==> config.mk <==
export PLATFORM = sky130hd
export DESIGN_NAME = strap_config_decoder
export DESIGN_NICKNAME = d
export VERILOG_FILES = /design/src/strap_pkg.sv /design/src/strap_lvl_if.sv /design/src/strap_config_decoder.sv /design/src/strap_level_decode.sv
export VERILOG_INCLUDE_DIRS = /design/src
export SDC_FILE = /design/constraint.sdc
export NUM_CORES = 1
export LEC_CHECK = 0
export BUFFER_PORTS_ARGS = -buffer_cell sky130_fd_sc_hd__buf_2
export CORE_MARGIN = 5
export CORE_UTILIZATION = 49
export CTS_CLUSTER_SIZE = 40
export DETAILED_ROUTE_END_ITERATION = 16
export PLACE_DENSITY = 0.79
export SYNTH_ARGS = -nofsm -noshare
export SYNTH_HDL_FRONTEND = slang
export SYNTH_HIERARCHICAL = 1
export SYNTH_SLANG_ARGS = --single-unit
==> constraint.sdc <==
create_clock -name sys_clk -period 2.3 [get_ports sys_clk]
set_clock_uncertainty 0.2 [all_clocks]
set_input_delay 0.46 -clock sys_clk [delete_from_list [all_inputs] [get_ports sys_clk]]
set_output_delay 0.46 -clock sys_clk [all_outputs]
set_load 0.02 [all_outputs]
==> src/strap_defs.svh <==
// offsets, field positions, reset values and timing counts for the strap decoder
`ifndef STRAP_DEFS_SVH
`define STRAP_DEFS_SVH

`define MODE_CFG_ADDR 5'h1e
`define MODE_CFG_RESET 16'h0000

`define CFG_SHORT_CU_BIT 2
`define CFG_CU_PORT_BIT 3
`define CFG_LOW_DRIVE_BIT 4
`define CFG_SHORT_FO_BIT 5
`define CFG_LONG_WL_BIT 6
`define CFG_FO_PORT_BIT 7
`define CFG_LOW_RATE_BIT 8
`define CFG_ONE_RATE_BIT 9
`define CFG_FD_ADV_N_BIT 10
`define CFG_PASSTHRU_N_BIT 11
`define CFG_SCRAMBLE_OFF_BIT 12
`define CFG_AN_DIS_BIT 14
`define CFG_HD_ADV_N_BIT 15

`define CLK_PERIOD_NS 20
`define STRAP_DELAY_NS 3000
`define STRAP_DELAY_CYCLES ((`STRAP_DELAY_NS + `CLK_PERIOD_NS - 1) / `CLK_PERIOD_NS)

`endif

==> src/strap_pkg.sv <==
// types shared by the strap decoder modules
package strap_pkg;
	typedef enum logic [1:0] {LVL_GND, LVL_THIRD, LVL_TWO_THIRDS, LVL_VCC} four_lvl_t;
	typedef enum logic [1:0] {LVL3_GND, LVL3_MID, LVL3_VCC, LVL3_OPEN} three_lvl_t;
	typedef enum logic [2:0] {MODE_FORCED_10, MODE_FORCED_100, MODE_HALF_ONLY, MODE_NON_TRANSP,
		MODE_TRANSPARENT} op_mode_t;
	typedef enum logic {ST_WAIT, ST_DONE} load_state_t;
endpackage : strap_pkg

==> src/strap_lvl_if.sv <==
// carrier between the top and one four-level strap decoder
`timescale 1ns/1ps
interface strap_lvl_if;
	logic [1:0] code;
	logic [1:0] bits;
	logic warn;
	modport dec (input code, output bits, output warn);
	modport user (output code, input bits, input warn);
endinterface : strap_lvl_if

==> src/strap_config_decoder.sv <==
// power-up strap decoder loading mode configuration register 30
`timescale 1ns/1ps
`include "strap_defs.svh"
module strap_config_decoder (
	// clock and reset
	input logic sys_clk,
	input logic rstn,
	// quantized strap levels
	input logic [1:0] addr_low_pair_strap,
	input logic [1:0] addr_mid_pair_strap,
	input logic [1:0] addr_top_warn_strap,
	input logic [1:0] copper_port_strap,
	input logic [1:0] fiber_port_strap,
	input logic [1:0] duplex_strap,
	input logic [1:0] speed_strap,
	// management register port
	input logic [4:0] mgmt_addr,
	input logic mgmt_wr_en,
	input logic [15:0] mgmt_wdata,
	output logic [15:0] mgmt_rd_data,
	// decoded results
	output logic strap_done,
	output logic [4:0] phy_addr,
	output logic link_integrity_warning,
	output logic [15:0] mode_cfg,
	output logic scrambler_en,
	output logic eq_bypass,
	output logic sd_threshold_high,
	output strap_pkg::op_mode_t op_mode
);
	localparam logic [7:0] LAST_CNT = 8'(`STRAP_DELAY_CYCLES - 1);

	strap_pkg::load_state_t state_reg;
	strap_pkg::load_state_t state_next;
	logic [7:0] cnt_reg;
	logic [7:0] cnt_next;
	logic [15:0] cfg_reg;
	logic [15:0] cfg_next;
	logic [15:0] rd_reg;
	logic [4:0] addr_reg;
	logic warn_reg;
	logic scr_reg;
	logic eqb_reg;
	logic sdh_reg;
	strap_pkg::op_mode_t mode_reg;
	strap_pkg::op_mode_t mode_next;

	strap_lvl_if lo_if ();
	strap_lvl_if mid_if ();
	strap_lvl_if top_if ();

	assign lo_if.code = addr_low_pair_strap;
	assign mid_if.code = addr_mid_pair_strap;
	assign top_if.code = addr_top_warn_strap;

	strap_level_decode #(.HI_FIRST(1)) u_lo (.lvl(lo_if.dec));
	strap_level_decode #(.HI_FIRST(1)) u_mid (.lvl(mid_if.dec));
	strap_level_decode #(.HI_FIRST(1)) u_top (.lvl(top_if.dec));

	// purely combinational strap decode
	wire sample = (state_reg == strap_pkg::ST_WAIT) && (cnt_reg == LAST_CNT);
	wire [4:0] addr_dec = {top_if.bits[0], mid_if.bits, lo_if.bits};
	wire cu_third = copper_port_strap == strap_pkg::LVL_THIRD;
	wire cu_two = copper_port_strap == strap_pkg::LVL_TWO_THIRDS;
	wire cu_vcc = copper_port_strap == strap_pkg::LVL_VCC;
	wire fo_third = fiber_port_strap == strap_pkg::LVL_THIRD;
	wire fo_two = fiber_port_strap == strap_pkg::LVL_TWO_THIRDS;
	wire fo_vcc = fiber_port_strap == strap_pkg::LVL_VCC;
	// open pin floats to mid supply, so open and mid decode alike
	wire dup_gnd = duplex_strap == strap_pkg::LVL3_GND;
	wire dup_vcc = duplex_strap == strap_pkg::LVL3_VCC;
	wire spd_gnd = speed_strap == strap_pkg::LVL3_GND;
	wire spd_vcc = speed_strap == strap_pkg::LVL3_VCC;
	wire mgmt_hit = mgmt_addr == `MODE_CFG_ADDR;
	wire mgmt_write = mgmt_wr_en && mgmt_hit && (state_reg == strap_pkg::ST_DONE);

	logic [15:0] strap_cfg;
	always_comb
	begin
		strap_cfg = `MODE_CFG_RESET;
		strap_cfg[`CFG_CU_PORT_BIT] = cu_third;
		strap_cfg[`CFG_SHORT_CU_BIT] = cu_two || cu_vcc;
		strap_cfg[`CFG_LOW_DRIVE_BIT] = cu_two;
		strap_cfg[`CFG_FO_PORT_BIT] = fo_third;
		strap_cfg[`CFG_SHORT_FO_BIT] = fo_vcc;
		strap_cfg[`CFG_LONG_WL_BIT] = fo_two;
		strap_cfg[`CFG_PASSTHRU_N_BIT] = dup_gnd || dup_vcc;
		strap_cfg[`CFG_FD_ADV_N_BIT] = dup_gnd;
		strap_cfg[`CFG_HD_ADV_N_BIT] = 1'b0;
		strap_cfg[`CFG_AN_DIS_BIT] = spd_gnd || spd_vcc;
		strap_cfg[`CFG_ONE_RATE_BIT] = spd_gnd || spd_vcc;
		strap_cfg[`CFG_LOW_RATE_BIT] = spd_gnd;
	end

	always_comb
	begin
		if (spd_gnd)
			mode_next = strap_pkg::MODE_FORCED_10;
		else if (spd_vcc)
			mode_next = strap_pkg::MODE_FORCED_100;
		else if (dup_gnd)
			mode_next = strap_pkg::MODE_HALF_ONLY;
		else if (dup_vcc)
			mode_next = strap_pkg::MODE_NON_TRANSP;
		else
			mode_next = strap_pkg::MODE_TRANSPARENT;
	end

	always_comb
	begin
		state_next = state_reg;
		cnt_next = cnt_reg;
		cfg_next = cfg_reg;
		case (state_reg)
			strap_pkg::ST_WAIT:
			begin
				cnt_next = cnt_reg + 8'h01;
				if (sample)
				begin
					state_next = strap_pkg::ST_DONE;
					cfg_next = strap_cfg;
				end
			end
			strap_pkg::ST_DONE:
			begin
				// whole word writable, fiber tuning bits included
				if (mgmt_write)
					cfg_next = mgmt_wdata;
			end
			default:
				state_next = strap_pkg::ST_WAIT;
		endcase
	end

	always_ff @(posedge sys_clk or negedge rstn)
	begin
		if (!rstn)
		begin
			state_reg <= strap_pkg::ST_WAIT;
			cnt_reg <= 8'h00;
			cfg_reg <= `MODE_CFG_RESET;
		end
		else
		begin
			state_reg <= state_next;
			cnt_reg <= cnt_next;
			cfg_reg <= cfg_next;
		end
	end

	// latched strap results, taken only once
	always_ff @(posedge sys_clk or negedge rstn)
	begin
		if (!rstn)
		begin
			addr_reg <= 5'h00;
			warn_reg <= 1'b0;
			mode_reg <= strap_pkg::MODE_FORCED_10;
		end
		else if (sample)
		begin
			addr_reg <= addr_dec;
			warn_reg <= top_if.warn;
			mode_reg <= mode_next;
		end
	end

	// datapath controls follow the live register, so writes take effect
	always_ff @(posedge sys_clk or negedge rstn)
	begin
		if (!rstn)
		begin
			scr_reg <= 1'b0;
			eqb_reg <= 1'b0;
			sdh_reg <= 1'b0;
			rd_reg <= 16'h0000;
		end
		else
		begin
			scr_reg <= !cfg_reg[`CFG_CU_PORT_BIT] && !cfg_reg[`CFG_SCRAMBLE_OFF_BIT];
			eqb_reg <= !cfg_reg[`CFG_CU_PORT_BIT] && cfg_reg[`CFG_SHORT_CU_BIT] &&
				!cfg_reg[`CFG_LOW_DRIVE_BIT];
			sdh_reg <= !cfg_reg[`CFG_FO_PORT_BIT] && cfg_reg[`CFG_SHORT_FO_BIT];
			rd_reg <= mgmt_hit ? cfg_reg : 16'h0000;
		end
	end

	assign strap_done = state_reg == strap_pkg::ST_DONE;
	assign phy_addr = addr_reg;
	assign link_integrity_warning = warn_reg;
	assign mode_cfg = cfg_reg;
	assign scrambler_en = scr_reg;
	assign eq_bypass = eqb_reg;
	assign sd_threshold_high = sdh_reg;
	assign op_mode = mode_reg;
	assign mgmt_rd_data = rd_reg;

	property p_addr_low;
		@(posedge sys_clk) disable iff (!rstn)
		$rose(strap_done) && $past(addr_low_pair_strap) == 2'h1 |-> phy_addr[1:0] == 2'h2;
	endproperty
	a_addr_low: assert property (p_addr_low) else $error("third level low pair wrong");

	property p_warn;
		@(posedge sys_clk) disable iff (!rstn)
		$rose(strap_done) |-> link_integrity_warning == ($past(addr_top_warn_strap) == 2'h1 ||
			$past(addr_top_warn_strap) == 2'h2) && phy_addr[4] == $past(addr_top_warn_strap[1]);
	endproperty
	a_warn: assert property (p_warn) else $error("top strap decode wrong");

	property p_copper;
		@(posedge sys_clk) disable iff (!rstn)
		$rose(strap_done) |-> mode_cfg[3] == ($past(copper_port_strap) == 2'h1) &&
			mode_cfg[2] == $past(copper_port_strap[1]) &&
			mode_cfg[4] == ($past(copper_port_strap) == 2'h2);
	endproperty
	a_copper: assert property (p_copper) else $error("copper defaults wrong");

	property p_scramble;
		@(posedge sys_clk) disable iff (!rstn)
		strap_done && !mode_cfg[3] && !mode_cfg[12] ##1 !mode_cfg[3] && !mode_cfg[12]
			|-> scrambler_en;
	endproperty
	a_scramble: assert property (p_scramble) else $error("scrambler not enabled");

	property p_eq;
		@(posedge sys_clk) disable iff (!rstn)
		$rose(strap_done) && $past(copper_port_strap) == 2'h3 |-> ##1 eq_bypass;
	endproperty
	a_eq: assert property (p_eq) else $error("equalizer not bypassed");

	property p_fiber;
		@(posedge sys_clk) disable iff (!rstn)
		$rose(strap_done) |-> mode_cfg[7:5] == {$past(fiber_port_strap) == 2'h1,
			$past(fiber_port_strap) == 2'h2, $past(fiber_port_strap) == 2'h3};
	endproperty
	a_fiber: assert property (p_fiber) else $error("fiber defaults wrong");

	property p_sd;
		@(posedge sys_clk) disable iff (!rstn)
		$rose(strap_done) && $past(fiber_port_strap) == 2'h3 |-> ##1 sd_threshold_high;
	endproperty
	a_sd: assert property (p_sd) else $error("signal detect not raised");

	property p_duplex_open;
		@(posedge sys_clk) disable iff (!rstn)
		$rose(strap_done) && $past(duplex_strap) == 2'h3 && $past(speed_strap) == 2'h3
			|-> mode_cfg[15:8] == 8'h00 && op_mode == strap_pkg::MODE_TRANSPARENT;
	endproperty
	a_duplex_open: assert property (p_duplex_open) else $error("open strap not mid");

	property p_speed;
		@(posedge sys_clk) disable iff (!rstn)
		$rose(strap_done) && $past(speed_strap) == 2'h0 |-> mode_cfg[14] && mode_cfg[9] &&
			mode_cfg[8] && op_mode == strap_pkg::MODE_FORCED_10;
	endproperty
	a_speed: assert property (p_speed) else $error("speed gnd defaults wrong");

	property p_write;
		@(posedge sys_clk) disable iff (!rstn)
		strap_done && mgmt_wr_en && mgmt_addr == 5'h1e |=> mode_cfg == $past(mgmt_wdata);
	endproperty
	a_write: assert property (p_write) else $error("management write lost");

	property p_once;
		@(posedge sys_clk) disable iff (!rstn)
		$rose(strap_done) |-> $past(cnt_reg) == LAST_CNT ##1 strap_done [*8];
	endproperty
	a_once: assert property (p_once) else $error("sampling time or latch wrong");
endmodule : strap_config_decoder

==> src/strap_level_decode.sv <==
// four-level strap to address pair and warning flag decode
`timescale 1ns/1ps
module strap_level_decode #(
	parameter int HI_FIRST = 1
) (
	// level in, decoded bits out
	strap_lvl_if.dec lvl
);
	wire [1:0] pair;

	// gnd 00, third 10, two-thirds 11, vcc 01 as {hi,lo}
	assign pair = (lvl.code == strap_pkg::LVL_GND) ? 2'h0 :
		(lvl.code == strap_pkg::LVL_THIRD) ? 2'h2 :
		(lvl.code == strap_pkg::LVL_TWO_THIRDS) ? 2'h3 : 2'h1;
	assign lvl.bits = (HI_FIRST != 0) ? pair : {pair[0], pair[1]};
	// only the two middle levels switch the warning on
	assign lvl.warn = (lvl.code == strap_pkg::LVL_THIRD) ||
		(lvl.code == strap_pkg::LVL_TWO_THIRDS);
endmodule : strap_level_decode

==> run_results.csv, run 1 <==
group,metric,value,unit
status,outcome,"finished, final reports clean",
place,portBuffers,82,
final_layout,drive_gt1_frac,0.4532,
timing,hold_ws,0.1840,ns
final_layout,seqCellArea,1326,um2
pwr,power_frac_seq,0.534,
pwr,p_int,1.403,mW
timing,tightestPinTransition,0.5800,ns
clock_network,insertion_delay,0.30,ns
pwr,switchingPower,340.1,uW
timing,setup_tns,0,ns
min_path,hold_end,"mode_cfg[0]",
synthesis,syn_area_per_cell,12.25,um2
run,maxCapViolations,0,
worst_setup_path,critPathCaptureType,"flip-flop",
die,die_w,78.92,um
grt,track_usage,0.1667,
drt,via_per_inst,5.178,
clock_network,htree_num_levels,2,
pwr,clockPowerShare,0.413,
synthesis,syn_nets,236,
clock_network,cts.repair.resized,0,
final_layout,antenna_cells,0,
final_layout,layout_commonest_cell,"buf_2",
final_layout,final_cell_mix,"82 x buf_2, 53 x dfrtp_1, 17 x and3_1",
place,detailedPlacementHpwl,3772,um
timing,finalCritPeriodShare,0.8859,
drt,wl,4931,um
die,die_h,78.92,um
grt,grt_pass1_wl,8128,um
clock_network,cts_buffers,5,
die,initial_core_util,0.4993,
pwr,vdd_ir_drop_max,0.3264,mV
final_layout,multi_input_area,893.4,um2
min_path,hp-start,"mgmt_wdata[0]",
pwr,switching_share,0.1952,
timing,rsz0062_at_grt,"false",
clock_network,clockRootBuffer,"clkbuf_8",
final_layout,fin_cells,332,
die,ios,83,
pwr,p_leak,1.672,nW
place,placed_cells,323,
min_path,hold_path.class,"in -> reg",
drt,vias,1719,
timing,post-route-min-period,2.038,ns
drt,ant_nets,0,
timing,drv_slew,0,
pwr,comb_power_share,0.053,
timing,setup_viol,0,
drt,wire_per_inst,14.85,um
final_layout,fill_cells,380,
grt,grt_pass1_vias,1753,
worst_setup_path,r2r_slack,0.26,ns
synthesis,netlist_area,2327,um2
synthesis,synth-warning-count,6,
worst_setup_path,r2r-start,"cnt_reg[1]",
worst_setup_path,rr_worst_depth,7,
die,rows,25,
timing,max_freq,490.8,MHz
clock_network,clk_path_buf_depth,2,
final_layout,area_growth,26.99,%
worst_setup_path,cp_data_required_time,2.29,ns
worst_setup_path,cp_max_fo,5,
worst_setup_path,path_class,"reg -> reg",
synthesis,synth_cells,190,
die,design.die.area,6228,um2
clock_network,cts.clk_slew.worst_paths,0.09,ns
clock_network,cts_tree,"done",
timing,relSlewSlack,0.6133,
worst_setup_path,startpoint_type,"flip-flop",
grt,grt_max_degree,31,
worst_setup_path,cp.arrival,2.03,ns
timing,finalHoldViolCount,0,
grt,grt.overflow.total,0,
drt,first_iter_violations,95,
final_layout,num-nets-final,323,
clock_network,clock-sinks,53,
drt,drcViolationCount,0,
grt,grt_antenna_before_repair,0,
die,coreArea,4661,um2
worst_setup_path,regToRegEndpoint,"mode_cfg[11]",
drt,drt_first_pass_iters,4,
place,place_congestion,0.8340,
min_path,hold_depth,2,
pwr,p_per_area,589.7,nW/um2
==> metrics by stage <==
step | util | instance area, um2 | worst slack [ns] | power (mW)
2_1_floorplan | - | 2327 | 0.3568 | 0.9790
3_3_place_gp | 0.6032 | 2811 | 0.3214 | 1.039
3_5_place_dp | 0.6032 | 2811 | 0.2708 | 1.042
4_1_cts | 0.6341 | 2955 | 0.2518 | 1.753
5_1_grt | 0.6341 | 2955 | 0.09092 | 1.807
6_report | 0.6341 | 2955 | 0.2624 | 1.743
==> critical path: stages (launching register included) <==
cell     delay, ns
dfrtp_1       0.40
inv_1         0.08
ha_1          0.15
nand4_2       0.17
nor4_2        0.28
or2_1         0.16
buf_4         0.15
mux2_2        0.34
==> timing repair <==
item | in CTS | in global routing
setup endpoints to repair | 0 | 0
endpoints found under the hold margin | 23 | 0
setup buffers | 0 | 0
hold buffers | 1 | 0
==> routing by layer <==
metal | up-vias | wire length (um) | part of all wire | GRT usage
li1 | 830 | - | - | -
met1 | 847 | 2025 | 0.41 | 0.1988
met2 | 37 | 2621 | 0.53 | 0.3031
met3 | 5 | 226 | 0.046 | 0.03401
met4 | 0 | 57 | 0.012 | 0.04983
met5 | - | 0 | 0 | 0
==> layout make-up <==
class                   count  area share
repair buffers             91      0.1668
inverters                  11     0.01397
clock buffers               5     0.02329
well taps                  54     0.02286
flip-flops and latches     53      0.4488
clock inverters             3     0.02202
multi-input cells         115      0.3023
==> power by group through the flow <==
stage / clock network (mW) / registers (mW) / logic, mW
6_report: 0.719 / 0.931 / 0.0929
5_1_grt: 0.770 / 0.931 / 0.106
4_1_cts: 0.728 / 0.931 / 0.0945
3_5_place_dp: 0 / 0.949 / 0.0924
3_3_place_gp: 0 / 0.949 / 0.0898
2_1_floorplan: 0 / 0.950 / 0.0293
==> worst max-delay path by stage <==
stage                          start           end  slack, ns
final                     cnt_reg[1]  mode_cfg[11]       0.26
after global placement    cnt_reg[1]   mode_cfg[5]       0.32
after detailed placement  cnt_reg[1]   mode_cfg[5]       0.27
after floorplan           cnt_reg[1]  mode_cfg[11]       0.36
after global routing      cnt_reg[1]   mode_cfg[5]       0.09
after CTS                 cnt_reg[1]  mode_cfg[11]       0.25
Power figures use the tool's default switching activity.
==> run 2, diff against run 1 <==
--- a/config.mk
+++ b/config.mk
@@ -12,6 +12,7 @@
 export CTS_CLUSTER_SIZE = 40
 export DETAILED_ROUTE_END_ITERATION = 16
 export PLACE_DENSITY = 0.79
+export RECOVER_POWER = 25
 export SYNTH_ARGS = -nofsm -noshare
 export SYNTH_HDL_FRONTEND = slang
 export SYNTH_HIERARCHICAL = 1
==> run 2 against run 1 <==
First-iteration DRC count unchanged. Critical path type unchanged. Largest cell class unchanged. Combinational power fell by 0.8%. Clock power about the same. Critical path depth stayed put. Utilization fell by 0.081 points. Via count is 0.29% lower. Critical endpoint unchanged. Largest power group unchanged. Die area is the same. Flip-flop and latch count unchanged. Highest routed layer unchanged.
==> run_results.csv, run 2 (synthesis results as in run 1) <==
group,metric,value,unit
clock_network,insertion_delay,0.30,ns
final_layout,num-nets-final,323,
worst_setup_path,rr_worst_depth,7,
pwr,clockPowerShare,0.413,
drt,ant_nets,0,
worst_setup_path,path_class,"reg -> reg",
timing,relSlewSlack,0.5698,
pwr,vdd_ir_drop_max,0.3264,mV
clock_network,cts_buffers,5,
pwr,p_leak,1.668,nW
drt,wl,4927,um
run,maxCapViolations,0,
min_path,hold_path.class,"in -> reg",
place,placed_cell_area,2811,um2
timing,rsz0062_at_grt,"false",
worst_setup_path,r2r_slack,0.26,ns
timing,finalHoldViolCount,0,
place,portBuffers,82,
timing,finalCritPeriodShare,0.8859,
grt,grt_antenna_before_repair,0,
worst_setup_path,r2r-start,"cnt_reg[1]",
drt,drcViolationCount,0,
grt,grt_pass1_wl,8128,um
min_path,hp-start,"mgmt_wdata[0]",
pwr,comb_power_share,0.053,
final_layout,fin_cells,332,
place,detailedPlacementHpwl,3772,um
final_layout,stdcell_area,2952,um2
drt,first_iter_violations,95,
drt,wire_per_inst,14.84,um
final_layout,layout_commonest_cell,"buf_2",
worst_setup_path,crit_start,"cnt_reg[1]",
clock_network,htree_num_levels,2,
die,ios,83,
pwr,p_per_area,590.2,nW/um2
drt,vias,1714,
drt,drt_first_pass_iters,4,
final_layout,final_cell_mix,"81 x buf_2, 53 x dfrtp_1, 17 x and3_1",
clock_network,cts_tree,"done",
die,die_w,78.92,um
timing,setup_viol,0,
place,placed_cells,323,
final_layout,final_util,0.6333,
clock_network,clockRootBuffer,"clkbuf_8",
final_layout,antenna_cells,0,
timing,hold_ws,0.1839,ns
die,die_h,78.92,um
min_path,hold_end,"mode_cfg[0]",
grt,grt_pass1_vias,1753,
timing,post-route-min-period,2.038,ns
timing,max_freq,490.8,MHz
die,design.die.area,6228,um2
grt,grt_max_degree,31,
final_layout,fill_cells,380,
clock_network,clk_path_buf_depth,2,
worst_setup_path,cp_max_fo,5,
pwr,switchingPower,340.0,uW
clock_network,clock-sinks,53,
final_layout,drive_gt1_frac,0.4496,
clock_network,post_cts.repair.setup_buffers,0,
die,initial_core_util,0.4993,
clock_network,cts.clk_slew.worst_paths,0.09,ns
timing,setup_tns,0,ns
drt,via_per_inst,5.163,
place,place_congestion,0.8340,
worst_setup_path,critPathCaptureType,"flip-flop",
worst_setup_path,cp.arrival,2.03,ns
worst_setup_path,regToRegEndpoint,"mode_cfg[11]",
pwr,power_frac_seq,0.534,
die,coreArea,4661,um2
pwr,p_int,1.402,mW
worst_setup_path,startpoint_type,"flip-flop",
final_layout,area_growth,26.83,%
die,rows,25,
timing,tightestPinTransition,0.6453,ns
status,outcome,"finished, final reports clean",
min_path,hold_depth,2,
grt,grt.overflow.total,0,
timing,drv_slew,0,
grt,track_usage,0.1667,
worst_setup_path,cp_data_required_time,2.29,ns
pwr,switching_share,0.1952,
run 2: how the worst max path moves through the flow:
stage                   endpoint  slack, ns
finish              mode_cfg[11]       0.26
detailed placement   mode_cfg[5]       0.27
global placement     mode_cfg[5]       0.32
CTS                 mode_cfg[11]       0.25
floorplan           mode_cfg[11]       0.36
global route         mode_cfg[5]       0.09
run 2: critical path, stage by stage (launching register included):
cell,delay (ns)
dfrtp_1,0.40
inv_1,0.08
ha_1,0.15
nand4_2,0.17
nor4_2,0.28
or2_1,0.16
buf_4,0.15
mux2_2,0.34
run 2: final cells by class:
class | count | area [um2] | share of cell area
flip-flops and latches | 53 | 1326 | 0.4493
multi-input cells | 115 | 893.4 | 0.3027
repair buffers | 91 | 489.2 | 0.1657
clock buffers | 5 | 68.82 | 0.02331
well taps | 54 | 67.56 | 0.02289
clock inverters | 3 | 65.06 | 0.02204
inverters | 11 | 41.29 | 0.01399
run 2: timing repair:
item,4_1_cts,5_1_grt
setup endpoints to repair,0,0
hold endpoints to repair,23,0
resized for setup,0,0
hold buffers,1,0
run 2: through the flow:
stage | worst slack, ns | power [mW]
2_1_floorplan | 0.3568 | 0.9790
3_3_place_gp | 0.3214 | 1.039
3_5_place_dp | 0.2708 | 1.042
4_1_cts | 0.2518 | 1.753
5_1_grt | 0.09092 | 1.807
6_report | 0.2624 | 1.742
run 2: routing by layer:
metal  vias up  part of all wire  track usage
met1       842              0.41       0.1988
met5         -                 0            0
li1        830                 -            -
met4         0             0.012      0.04983
met3         5             0.046      0.03401
met2        37              0.53       0.3031
run 2: power groups by stage:
stage	registers, mW	clock network, mW	logic [mW]
2_1_floorplan	0.950	0	0.0293
3_3_place_gp	0.949	0	0.0898
3_5_place_dp	0.949	0	0.0924
4_1_cts	0.931	0.728	0.0945
5_1_grt	0.931	0.770	0.106
6_report	0.931	0.719	0.0922
==> run 3, diff against run 2 <==
--- a/config.mk
+++ b/config.mk
@@ -11,8 +11,10 @@
 export CORE_UTILIZATION = 49
 export CTS_CLUSTER_SIZE = 40
 export DETAILED_ROUTE_END_ITERATION = 16
+export GPL_ROUTABILITY_DRIVEN = 0
 export PLACE_DENSITY = 0.79
 export RECOVER_POWER = 25
+export REMOVE_ABC_BUFFERS = 1
 export SYNTH_ARGS = -nofsm -noshare
 export SYNTH_HDL_FRONTEND = slang
 export SYNTH_HIERARCHICAL = 1
==> run 3 against run 2 <==
Final cell count grew 0.30%. Clock power down 12%. Critical endpoint is now mode_cfg[9]. Worst setup slack lost 0.090 ns. Utilization decreased by 0.21 points. Critical path depth is the same. Design area shrank 0.34%. Fmax fell by 4.2%. Die area unchanged. Non-clock buffer count increased by 1. Highest routed layer unchanged.
==> run_results.csv, run 3 (synthesis results as in run 1) <==
group,metric,value,unit
final_layout,drive_gt1_frac,0.4444,
clock_network,htree_num_levels,2,
clock_network,cts.clk_slew.worst_paths,0.09,ns
die,ios,83,
grt,grt_antenna_before_repair,0,
final_layout,area_growth,26.40,%
place,placed_cells,324,
pwr,p_total,1.658,mW
final_layout,final_cell_mix,"80 x buf_2, 53 x dfrtp_1, 17 x and3_1",
grt,grt.overflow.total,0,
die,die_h,78.92,um
place,dpl_worst_slack,0.06068,ns
grt,grt_max_degree,32,
timing,drv_slew,0,
timing,setup_tns,0,ns
grt,grt_pass1_wl,8100,um
drt,via_per_inst,5.183,
timing,finalCritPeriodShare,0.9252,
timing,setup_viol,0,
pwr,vdd_ir_drop_max,0.2723,mV
place,placed_cell_area,2819,um2
run,maxCapViolations,0,
worst_setup_path,startpoint_type,"flip-flop",
final_layout,fin_cells,333,
timing,hold_ws,0.1765,ns
clock_network,cts_buffers,5,
worst_setup_path,r2r-start,"cnt_reg[1]",
clock_network,cts_tree,"done",
place,portBuffers,82,
status,outcome,"finished, final reports clean",
timing,relSlewSlack,0.1288,
place,detailedPlacementHpwl,3781,um
min_path,hp-start,"mgmt_wdata[13]",
clock_network,clock-sinks,53,
worst_setup_path,critPathCaptureType,"flip-flop",
drt,wire_per_inst,14.67,um
grt,grt_pass1_vias,1710,
clock_network,insertion_delay,0.30,ns
timing,setup_slack,0.1721,ns
drt,vias,1726,
worst_setup_path,cp_data_required_time,2.29,ns
worst_setup_path,cp_max_fo,5,
timing,post-route-min-period,2.128,ns
final_layout,final_util,0.6311,
final_layout,antenna_cells,0,
worst_setup_path,crit_start,"cnt_reg[1]",
final_layout,layout_commonest_cell,"buf_2",
worst_setup_path,cp.arrival,2.12,ns
drt,wl,4884,um
timing,max_freq,469.9,MHz
pwr,p_leak,1.658,nW
min_path,hold_path.class,"in -> reg",
grt,track_usage,0.1644,
die,initial_core_util,0.4993,
clock_network,clk_path_buf_depth,2,
pwr,p_per_area,563.6,nW/um2
die,design.die.area,6228,um2
timing,rsz0062_at_grt,"false",
final_layout,stdcell_area,2942,um2
timing,finalHoldViolCount,0,
die,coreArea,4661,um2
final_layout,num-nets-final,324,
worst_setup_path,path_class,"reg -> reg",
final_layout,fill_cells,363,
drt,first_iter_violations,65,
clock_network,clockRootBuffer,"clkbuf_8",
drt,drcViolationCount,0,
drt,drt_first_pass_iters,4,
die,die_w,78.92,um
drt,ant_nets,0,
timing,tightestPinTransition,1.307,ns
die,rows,25,
[run 3: where the power goes]
group	switching [mW]	total, mW	internal (mW)
Combinational	0.0518	0.0906	0.0389
Clock	0.282	0.636	0.355
Sequential	0	0.931	0.931
[run 3: cell type report]
type	instances	area (um2)	area share
Clock buffer	7	86.33	0.02935
Clock inverter	1	30.03	0.01021
Inverter	11	41.29	0.01404
Multi-Input combinational cell	115	895.9	0.3046
Sequential cell	53	1326	0.4509
Tap cell	54	67.56	0.02297
Timing Repair Buffer	92	494.2	0.1680
[run 3: path summary, 6_finish.rpt]
kind	endpoint	slack (ns)	cells past startpoint
worst min-delay path	mode_cfg[13]	0.18	2
max in group asynchronous	cnt_reg[5]	0.36	3
min in group asynchronous	mgmt_rd_data[2]	0.77	2
worst max register to register	mode_cfg[9]	0.17	7
worst min register to register	scrambler_en	0.27	1
worst max-delay path	mode_cfg[9]	0.17	7
[run 3: layer usage]
| metal | vias to the layer above | part of all wire | wire length (um) | global-route usage |
|---|---|---|---|---|
| li1 | 834 | - | - | - |
| met1 | 820 | 0.44 | 2159 | 0.2168 |
| met2 | 67 | 0.47 | 2311 | 0.2759 |
| met3 | 5 | 0.077 | 376 | 0.04422 |
| met4 | 0 | 0.0076 | 37 | 0.03093 |
| met5 | - | 0 | 0 | 0 |
[run 3: worst max-delay path: stages, from the launching register on]
cell and delay (ns):
dfrtp_1 0.41, inv_1 0.09, ha_1 0.17, nand4_2 0.16
nor4_2 0.30, or2_4 0.22, buf_4 0.14, mux2_2 0.33
[run 3: what timing repair did]
| item | in CTS | in global routing |
|---|---|---|
| endpoints found under the setup margin | 0 | 4 |
| gates resized for setup | 0 | 1 |
| hold buffers | 1 | 0 |
| setup buffers | 0 | 0 |
| endpoints found under the hold margin | 22 | 0 |
